[src/ddr_refresh_map.svh]
/*
  Constants for the refresh-rate controller and the refresh-rate logic of the
  memory device: timing counts, mode register fields, codes and register map.
  Assumes a 100 MHz sys_clk on both ends.
*/
`ifndef DDR_REFRESH_MAP_SVH
`define DDR_REFRESH_MAP_SVH

// Clock and refresh timing
`define CLK_PERIOD_NS   10
`define REFI_BASE_NS    7800
`define REFI_BASE_CYC   (`REFI_BASE_NS / `CLK_PERIOD_NS)
`define RFC1_NS         260
`define RFC2_NS         160
`define RFC4_NS         110
`define RFC1_CYC        ((`RFC1_NS + `CLK_PERIOD_NS - 1) / `CLK_PERIOD_NS)
`define RFC2_CYC        ((`RFC2_NS + `CLK_PERIOD_NS - 1) / `CLK_PERIOD_NS)
`define RFC4_CYC        ((`RFC4_NS + `CLK_PERIOD_NS - 1) / `CLK_PERIOD_NS)
`define MOD_CYC         24

// Case temperature thresholds, degrees C, signed
`define TEMP_COOL_C     8'sh2d
`define TEMP_NORM_C     8'sh55
`define TEMP_HOT1_C     8'sh5f
`define TEMP_HOT2_C     8'sh69

// Mode register select and fields
`define MR_SEL_FGR      3'h3
`define MR_SEL_TCR      3'h4
`define FGR_LSB         6
`define TCR_EN_BIT      3
`define TCR_RANGE_BIT   2

// Fine granularity refresh codes
`define FGR_FIXED_1X    3'h0
`define FGR_FIXED_2X    3'h1
`define FGR_FIXED_4X    3'h2
`define FGR_OTF_1X2X    3'h5
`define FGR_OTF_1X4X    3'h6

// Controller register map
`define REG_CTRL        4'h0
`define REG_STATUS      4'h4
`define CTRL_EN_BIT     0
`define CTRL_TCR_BIT    1
`define CTRL_EXT_BIT    2
`define CTRL_OTF_HI_BIT 3
`define CTRL_FGR_LSB    4
`define CTRL_RESET      7'h00
`define STAT_KIND_LSB   8
`define STAT_COUNT_LSB  16

`endif

[src/ddr_refresh_pkg.sv]
/*
  Refresh kind type shared by both ends of the refresh command link, and the controller state type.
  Assumes ddr_refresh_map.svh for all numeric constants.
*/
`default_nettype none

package ddr_refresh_pkg;

  typedef enum logic [1:0] {
    kind_1x,
    kind_2x,
    kind_4x
  } refresh_kind_type;

  typedef enum logic [2:0] {
    st_idle,
    st_mrs_off,
    st_mrs_fgr,
    st_mrs_tcr,
    st_run
  } ctrl_state_type;

endpackage

`default_nettype wire

[src/ddr_refresh_if.sv]
/*
  Command bus between the refresh controller and the memory device.
  Assumes both ends run on the same sys_clk; the controller drives every signal.
*/
`timescale 1ns/10ps
`default_nettype none

interface ddr_refresh_if;
  logic       cs_n;
  logic       act_n;
  logic       ras_n;
  logic       cas_n;
  logic       we_n;
  logic       bg0;
  logic [1:0] ba;
  logic [8:0] addr;

  modport controller (output cs_n, act_n, ras_n, cas_n, we_n, bg0, ba, addr);
  modport device     (input  cs_n, act_n, ras_n, cas_n, we_n, bg0, ba, addr);
endinterface

`default_nettype wire

[src/refresh_controller.sv]
/*
  Refresh controller: programs the refresh mode registers and issues REFRESH
  commands at the interval set by mode, command kind and case temperature.
  Assumes a register master on sys_clk and an async case_temp sensor.
*/
// Our own choices: the strobed register port and the register offsets.
`timescale 1ns/10ps
`default_nettype none
`include "ddr_refresh_map.svh"

module refresh_controller (
  // Clock and reset
  input  wire logic              sys_clk,
  input  wire logic              sys_rst,
  // Register port
  input  wire logic [3:0]        reg_addr,
  input  wire logic [31:0]       reg_wdata,
  input  wire logic              reg_wr,
  input  wire logic              reg_rd,
  output var  logic [31:0]       reg_rdata,
  // Case temperature sensor
  input  wire logic signed [7:0] case_temp,
  // Command link
  ddr_refresh_if.controller      link
);

  //////////////////////////////////////////////////////////////////////////////
  // Control register and temperature synchroniser
  logic [6:0]        ctrl;
  logic [6:0]        next_ctrl;
  logic signed [7:0] temp_meta;
  logic signed [7:0] temp_sync;

  always_comb begin
    next_ctrl = ctrl;
    if (reg_wr && reg_addr == `REG_CTRL) begin
      next_ctrl = reg_wdata[6:0];
    end
  end

  always_ff @(posedge sys_clk) begin
    if (sys_rst) begin
      ctrl      <= `CTRL_RESET;
      temp_meta <= 8'sh00;
      temp_sync <= 8'sh00;
    end else begin
      ctrl      <= next_ctrl;
      temp_meta <= case_temp;
      temp_sync <= temp_meta;
    end
  end

  //////////////////////////////////////////////////////////////////////////////
  // Sequencer and command issue
  ddr_refresh_pkg::ctrl_state_type   state;
  ddr_refresh_pkg::ctrl_state_type   next_state;
  ddr_refresh_pkg::refresh_kind_type kind;
  ddr_refresh_pkg::refresh_kind_type last_kind;
  ddr_refresh_pkg::refresh_kind_type next_last_kind;
  logic [5:0]  gap_cnt;
  logic [5:0]  next_gap_cnt;
  logic [9:0]  int_cnt;
  logic [9:0]  next_int_cnt;
  logic [15:0] ref_count;
  logic [15:0] next_ref_count;
  logic [2:0]  prog_fgr;
  logic [2:0]  next_prog_fgr;
  logic        prog_tcr;
  logic        next_prog_tcr;
  logic        prog_ext;
  logic        next_prog_ext;
  logic        cfg_en;
  logic        cfg_tcr;
  logic        cfg_ext;
  logic        cfg_hi;
  logic [2:0]  cfg_fgr;
  logic        need_prog;
  logic        otf_mode;
  logic [2:0]  shift;
  logic [9:0]  interval;
  logic [5:0]  rfc_cyc;
  logic        next_cs_n;
  logic        next_act_n;
  logic        next_ras_n;
  logic        next_cas_n;
  logic        next_we_n;
  logic        next_bg0;
  logic [1:0]  next_ba;
  logic [8:0]  next_addr;

  always_comb begin
    cfg_en    = ctrl[`CTRL_EN_BIT];
    cfg_ext   = ctrl[`CTRL_EXT_BIT];
    cfg_hi    = ctrl[`CTRL_OTF_HI_BIT];
    cfg_fgr   = ctrl[`CTRL_FGR_LSB +: 3];
    cfg_tcr   = ctrl[`CTRL_TCR_BIT] && cfg_fgr == `FGR_FIXED_1X;
    need_prog = {cfg_fgr, cfg_tcr, cfg_ext} != {prog_fgr, prog_tcr, prog_ext};
    otf_mode  = prog_fgr == `FGR_OTF_1X2X || prog_fgr == `FGR_OTF_1X4X;
    unique case (prog_fgr)
      `FGR_FIXED_2X: kind = ddr_refresh_pkg::kind_2x;
      `FGR_FIXED_4X: kind = ddr_refresh_pkg::kind_4x;
      `FGR_OTF_1X2X: kind = cfg_hi ? ddr_refresh_pkg::kind_2x : ddr_refresh_pkg::kind_1x;
      `FGR_OTF_1X4X: kind = cfg_hi ? ddr_refresh_pkg::kind_4x : ddr_refresh_pkg::kind_1x;
      default:       kind = ddr_refresh_pkg::kind_1x;
    endcase
    shift     = {1'b0, kind};
    if (temp_sync > `TEMP_HOT2_C) begin
      shift = shift + 3'h3;
    end else if (temp_sync > `TEMP_HOT1_C) begin
      shift = shift + 3'h2;
    end else if (temp_sync > `TEMP_NORM_C || (prog_tcr && prog_ext)) begin
      shift = shift + 3'h1;
    end
    interval = 10'(`REFI_BASE_CYC) >> shift;
    unique case (kind)
      ddr_refresh_pkg::kind_2x: rfc_cyc = 6'(`RFC2_CYC);
      ddr_refresh_pkg::kind_4x: rfc_cyc = 6'(`RFC4_CYC);
      default:                  rfc_cyc = 6'(`RFC1_CYC);
    endcase
    next_state     = state;
    next_gap_cnt   = (gap_cnt != 6'h00) ? gap_cnt - 6'h01 : gap_cnt;
    next_int_cnt   = (int_cnt != 10'h000) ? int_cnt - 10'h001 : int_cnt;
    next_ref_count = ref_count;
    next_last_kind = last_kind;
    next_prog_fgr  = prog_fgr;
    next_prog_tcr  = prog_tcr;
    next_prog_ext  = prog_ext;
    next_cs_n      = 1'b1;
    next_act_n     = 1'b1;
    next_ras_n     = 1'b1;
    next_cas_n     = 1'b1;
    next_we_n      = 1'b1;
    next_bg0       = 1'b0;
    next_ba        = 2'h0;
    next_addr      = 9'h000;
    unique case (state)
      ddr_refresh_pkg::st_idle: next_state = cfg_en ? ddr_refresh_pkg::st_mrs_off : state;
      ddr_refresh_pkg::st_mrs_off: begin
        if (gap_cnt == 6'h00) begin
          // Temperature-controlled refresh off before any mode change
          {next_cs_n, next_ras_n, next_cas_n, next_we_n} = 4'h0;
          {next_bg0, next_ba}                     = `MR_SEL_TCR;
          next_addr[`TCR_RANGE_BIT]               = cfg_ext;
          next_prog_tcr                           = 1'b0;
          next_gap_cnt                            = 6'(`MOD_CYC - 1);
          next_state                              = ddr_refresh_pkg::st_mrs_fgr;
        end
      end
      ddr_refresh_pkg::st_mrs_fgr: begin
        if (gap_cnt == 6'h00) begin
          {next_cs_n, next_ras_n, next_cas_n, next_we_n} = 4'h0;
          {next_bg0, next_ba}                     = `MR_SEL_FGR;
          next_addr[`FGR_LSB +: 3]                = cfg_fgr;
          next_prog_fgr                           = cfg_fgr;
          next_gap_cnt                            = 6'(`MOD_CYC - 1);
          next_state                              = ddr_refresh_pkg::st_mrs_tcr;
        end
      end
      ddr_refresh_pkg::st_mrs_tcr: begin
        if (gap_cnt == 6'h00) begin
          {next_cs_n, next_ras_n, next_cas_n, next_we_n} = 4'h0;
          {next_bg0, next_ba}                     = `MR_SEL_TCR;
          next_addr[`TCR_EN_BIT]                  = cfg_tcr;
          next_addr[`TCR_RANGE_BIT]               = cfg_ext;
          next_prog_tcr                           = cfg_tcr;
          next_prog_ext                           = cfg_ext;
          next_gap_cnt                            = 6'(`MOD_CYC - 1);
          next_int_cnt                            = 10'h000;
          next_state                              = ddr_refresh_pkg::st_run;
        end
      end
      ddr_refresh_pkg::st_run: begin
        if (!cfg_en) begin
          next_state = ddr_refresh_pkg::st_idle;
        end else if (need_prog) begin
          next_state = ddr_refresh_pkg::st_mrs_off;
        end else if (gap_cnt == 6'h00 && int_cnt == 10'h000) begin
          {next_cs_n, next_ras_n, next_cas_n} = 3'h0;
          next_bg0       = otf_mode && kind != ddr_refresh_pkg::kind_1x;
          next_gap_cnt   = rfc_cyc - 6'h01;
          next_int_cnt   = interval - 10'h001;
          next_last_kind = kind;
          next_ref_count = ref_count + 16'h0001;
        end
      end
      default: next_state = ddr_refresh_pkg::st_idle;
    endcase
  end

  always_ff @(posedge sys_clk) begin
    if (sys_rst) begin
      state      <= ddr_refresh_pkg::st_idle;
      gap_cnt    <= 6'h00;
      int_cnt    <= 10'h000;
      ref_count  <= 16'h0000;
      last_kind  <= ddr_refresh_pkg::kind_1x;
      prog_fgr   <= `FGR_FIXED_1X;
      prog_tcr   <= 1'b0;
      prog_ext   <= 1'b0;
      link.cs_n  <= 1'b1;
      link.act_n <= 1'b1;
      link.ras_n <= 1'b1;
      link.cas_n <= 1'b1;
      link.we_n  <= 1'b1;
      link.bg0   <= 1'b0;
      link.ba    <= 2'h0;
      link.addr  <= 9'h000;
    end else begin
      state      <= next_state;
      gap_cnt    <= next_gap_cnt;
      int_cnt    <= next_int_cnt;
      ref_count  <= next_ref_count;
      last_kind  <= next_last_kind;
      prog_fgr   <= next_prog_fgr;
      prog_tcr   <= next_prog_tcr;
      prog_ext   <= next_prog_ext;
      link.cs_n  <= next_cs_n;
      link.act_n <= next_act_n;
      link.ras_n <= next_ras_n;
      link.cas_n <= next_cas_n;
      link.we_n  <= next_we_n;
      link.bg0   <= next_bg0;
      link.ba    <= next_ba;
      link.addr  <= next_addr;
    end
  end

  //////////////////////////////////////////////////////////////////////////////
  // Register read port
  logic [31:0] next_rdata;
  always_comb begin
    next_rdata = 32'h0000_0000;
    if (reg_rd) begin
      unique case (reg_addr)
        `REG_CTRL: next_rdata[6:0] = ctrl;
        `REG_STATUS: begin
          next_rdata[0]                    = state == ddr_refresh_pkg::st_run;
          next_rdata[1]                    = prog_tcr;
          next_rdata[2]                    = prog_ext;
          next_rdata[6:4]                  = prog_fgr;
          next_rdata[`STAT_KIND_LSB +: 2]  = last_kind;
          next_rdata[`STAT_COUNT_LSB +: 16] = ref_count;
        end
        default: next_rdata = 32'h0000_0000;
      endcase
    end
  end
  always_ff @(posedge sys_clk) begin
    if (sys_rst) begin
      reg_rdata <= 32'h0000_0000;
    end else begin
      reg_rdata <= next_rdata;
    end
  end

endmodule

`default_nettype wire

[src/flat_wrapper.sv]
// flat-port wrapper written by rule: the top's interface ports become plain ports
module refresh_controller_flat 
  (sys_clk, sys_rst, reg_addr, reg_wdata, reg_wr, reg_rd, reg_rdata, case_temp, link_cs_n, link_act_n, link_ras_n, link_cas_n, link_we_n, link_bg0, link_ba, link_addr);
  ddr_refresh_if link_i ();
  input  wire logic sys_clk;
  input  wire logic sys_rst;
  input  wire logic [3:0] reg_addr;
  input  wire logic [31:0] reg_wdata;
  input  wire logic reg_wr;
  input  wire logic reg_rd;
  output var  logic [31:0] reg_rdata;
  input  wire logic signed [7:0] case_temp;
  output wire logic [$bits(link_i.cs_n)-1:0] link_cs_n;
  output wire logic [$bits(link_i.act_n)-1:0] link_act_n;
  output wire logic [$bits(link_i.ras_n)-1:0] link_ras_n;
  output wire logic [$bits(link_i.cas_n)-1:0] link_cas_n;
  output wire logic [$bits(link_i.we_n)-1:0] link_we_n;
  output wire logic [$bits(link_i.bg0)-1:0] link_bg0;
  output wire logic [$bits(link_i.ba)-1:0] link_ba;
  output wire logic [$bits(link_i.addr)-1:0] link_addr;
  assign link_cs_n = link_i.cs_n;
  assign link_act_n = link_i.act_n;
  assign link_ras_n = link_i.ras_n;
  assign link_cas_n = link_i.cas_n;
  assign link_we_n = link_i.we_n;
  assign link_bg0 = link_i.bg0;
  assign link_ba = link_i.ba;
  assign link_addr = link_i.addr;
  refresh_controller u_core (.sys_clk(sys_clk), .sys_rst(sys_rst), .reg_addr(reg_addr), .reg_wdata(reg_wdata), .reg_wr(reg_wr), .reg_rd(reg_rd), .reg_rdata(reg_rdata), .case_temp(case_temp), .link(link_i));
endmodule
[config.mk]
export PLATFORM = sky130hd
export DESIGN_NAME = refresh_controller_flat
export DESIGN_NICKNAME = d
export VERILOG_FILES = /design/src/ddr_refresh_pkg.sv /design/src/ddr_refresh_if.sv /design/src/refresh_controller.sv /design/src/flat_wrapper.sv
export VERILOG_INCLUDE_DIRS = /design/src /design/src/src
export SDC_FILE = /design/constraint.sdc
export NUM_CORES = 1
export LEC_CHECK = 0
export BUFFER_PORTS_ARGS = -buffer_cell sky130_fd_sc_hd__buf_2
export CAP_MARGIN = 20
export CELL_PAD_IN_SITES_DETAIL_PLACEMENT = 1
export CELL_PAD_IN_SITES_GLOBAL_PLACEMENT = 2
export CORE_ASPECT_RATIO = 0.9
export CORE_MARGIN = 3
export CORE_UTILIZATION = 37
export CTS_BUF_LIST = sky130_fd_sc_hd__clkbuf_8
export CTS_CLUSTER_DIAMETER = 30
export DETAILED_ROUTE_END_ITERATION = 8
export PLACE_DENSITY_LB_ADDON = 0.1
export SLEW_MARGIN = 20
export SYNTH_ARGS = -nofsm -noshare
export SYNTH_HDL_FRONTEND = slang
export SYNTH_SLANG_ARGS = --single-unit
[constraint.sdc]
create_clock -name sys_clk -period 9.1 [get_ports sys_clk]
set_clock_uncertainty 0.05 [all_clocks]
set_input_delay 1.365 -clock sys_clk [delete_from_list [all_inputs] [get_ports sys_clk]]
set_output_delay 1.365 -clock sys_clk [all_outputs]
set_load 0.02 [all_outputs]
==> results.md <==
- Status: completed
- Antenna Violating Nets Remaining: 0
- Synth unique cells: 62
- Hold_sp: u_core.temp_meta[1]$_SDFF_PP0_
- Area Growth Syn to Fin: 11.9%
- FFs w/ async S/R, synth: 0%
- FF+latch count, synth: 97
- Gr usage total: 16.5%
- Core Area: 11700 sq um
- Grt total ovfl: 0
- Hold Path End: u_core.temp_sync[1]$_SDFF_PP0_
- Area contributors post-synth: dfxtp_1 (43%), ha_1 (6.3%), nor2_1 (5.2%), mux2i_1 (5.0%), xnor2_1 (4.0%)
- Mapped Area: 4560 sq um
- Commonest non-fill, non-tap cell in the layout: dfxtp_1
- Crit-path max cell delay: 540 ps
- Htree depth: 3
- Final Cell Area: 5100 sq um
- Clk Tree Root Cell: clkbuf_8
- Pin count of the biggest net entering global routing: 42
- Reg-to-reg slack, setup: 5220 ps
- Setup TNS: 0 ps
- Setup Buffers After CTS: 0
- Count of non-filler cells in the finished layout: 709
- Leakage power total: 0.00220 uW
- Finished Core Util: 43.6%
- Fin nets: 620
- Post-synthesis sequential area ratio: 42.6%
- Number of DRC markers in iteration 0: 182
- Most frequent cells in the layout: dfxtp_1 (97), nor2_1 (63), buf_2 (58)
- Arrival @ worst endpoint: 4030 ps
- Required time worst endpoint: 9260 ps
- Synth top area share: 42.6%
- Mapped Cells: 502
- Placer Congestion: 0.801
- Peak VDD IR: 0.0905 mV
- Critical Path Most Common Cell: inv_1
- Unrepaired setup endpoints after global routing: no
- Clk_lat worst skew: 360 ps
- Worst Tran Pin Value: 1020 ps
- Worst Hold Depth: 1
- PD cells: 205 nW/um^2
- Startpoint types: flip-flop
- CP max FO: 6
- Cell taking the most area after synthesis: dfxtp_1
- Reg2reg end: u_core.int_cnt[4]$_SDFF_PP0_
- Filler Cells Inserted: 1396
- Final min period: 3880 ps
- Dpl cells: 694
- Slew Limit Headroom: 31.4%
- Reg2reg start: u_core.prog_fgr[0]$_SDFFE_PP0P_
- Initial antenna violation count: 0
- Crit path cell chain: inv_1, ha_1, nor2_1, nand2_1, inv_1, ha_1, o21ai_0, nand3_1, o21a_1, inv_1, ha_1, inv_1, a2111oi_1, nor4b_2, xnor2_1, a211oi_2
- Worst Setup End Kind: flip-flop
- Final WL: 10500 microns
- PortBufs: 58
- TritonCTS buffer count: 9
- Hold crit path type: reg -> reg
- Synth Flop Type: dfxtp_1
- Die area: 13700 sq um
- Crit share post-route: 42.6%
- Ant. Diodes: 0
- Vias: 3478
- CTS tree: done
- HPWL Detailed: 7720 microns
- CTS Buffer Depth: 2
- Router iterations before antenna repair: 4
- Hold buffer count at CTS: 0
- Vias/cell: 4.91
- Max-slew violation count: 0
- R2r worst-path depth: 16
- Final hold violation count: 0
- Max_cap viols: 0
- Post-CTS sizing: 0
- Residual DRC count: 0
- Max Clock Freq: 0.258 GHz
- Avg Inst Size Synth: 9.08 sq um
- Die span in y: 111 microns
- Yosys warnings: 0
- Post-synth EDFFs: 0
- Layout cells sized above 1: 16.6%
- Final setup fails: 0
- Wire length of the first global-routing pass: 18300 microns
- CP max-delay cell: a2111oi_1
- Top Family by Delay on Critical Path: compound AO/OA/AOI/OAI gates
- CTS clock-pin slew for the worst setup and hold paths: 90 ps
- Io pins: 97
- Rows: 37
- Levels on crit path: 16
- Routed WL per cell: 14.8 microns
- Sink Count: 97
- Critical path class: reg -> reg
- Crit path buf inv count: 4
- Vias in the first global route: 3605
- Placed Area: 4900 sq um
- Die Wd: 123 microns
- Starting density of the core: 38.9%
synth_stat cells (all sizes together), types with 13 or more instances:
master and instances:
dfxtp 97, nor2 64, nand2 33, a21oi 26, inv 24, ha 23
mux2i 23, nor3 22, buf 21, xnor2 21, and2 20, nor2b 16
nand3 14, clkbuf 13
report_power, final:
| part | switching, uW | internal (uW) | leakage, uW |
|---|---|---|---|
| Clock | 148 | 141 | 0.000102 |
| Combinational | 151 | 120 | 0.00131 |
| Sequential | 31.9 | 456 | 0.000788 |
flip-flops by register name (all words and copies together), names as in the netlist, 2 cells and up:
name / count
u_core.reg_rdata: 25
u_core.ref_count: 16
u_core.int_cnt: 10
u_core.ctrl: 7
u_core.temp_meta: 7
u_core.temp_sync: 7
u_core.gap_cnt: 6
u_core.link.addr: 5
u_core.prog_fgr: 3
u_core.state: 3
u_core.last_kind: 2
cells by family (layout without fill, tap and decap cells):
logic type,Yosys count,count (layout),share of synthesized area [%]
mux,23,23,5.05
xor+xnor,29,29,5.57
flops,97,97,42.6
fa+ha+maj,23,23,6.31
simple gates,209,209,25.0
compound gates,61,61,9.00
other cells,2,12,0.165
buf+inv,58,99,6.28
cell type report:
class	instances	area, sq um	share of cell area [%]
multi-input cells	357	2370	46.4
well taps	156	195	3.82
repair buffers	60	305	5.98
flip-flops and latches	97	1940	38.0
inverters	24	90.1	1.76
clock buffers	11	151	2.97
clock inverters	4	51.3	1.00
worst max-delay path by stage:
stage	startpoint	end	slack, ps
finish	u_core.prog_fgr[0]$_SDFFE_PP0P_	u_core.int_cnt[4]$_SDFF_PP0_	5220
detailed placement	u_core.prog_fgr[0]$_SDFFE_PP0P_	u_core.int_cnt[4]$_SDFF_PP0_	5240
floorplan	u_core.prog_fgr[0]$_SDFFE_PP0P_	u_core.int_cnt[5]$_SDFF_PP0_	5890
global placement	u_core.prog_fgr[0]$_SDFFE_PP0P_	u_core.int_cnt[4]$_SDFF_PP0_	5320
global route	u_core.prog_fgr[0]$_SDFFE_PP0P_	u_core.int_cnt[4]$_SDFF_PP0_	4770
CTS	u_core.prog_fgr[0]$_SDFFE_PP0P_	u_core.int_cnt[4]$_SDFF_PP0_	5200
metrics by stage:
step	hold WS [ps]	worst slack (ps)	power [uW]
floorplan	364	5890	720
global placement	372	5320	760
detailed placement	380	5240	768
CTS	401	5200	1060
global route	412	4770	1120
finish	391	5220	1050
layer usage:
layer	track usage, %	wire, microns	up-vias
met3	3.67	310	9
met5	0	0	-
li1	-	-	1757
met4	4.06	99	0
met1	23.3	5300	1662
met2	25.7	4820	50
(Power assumes the default switching activity.)
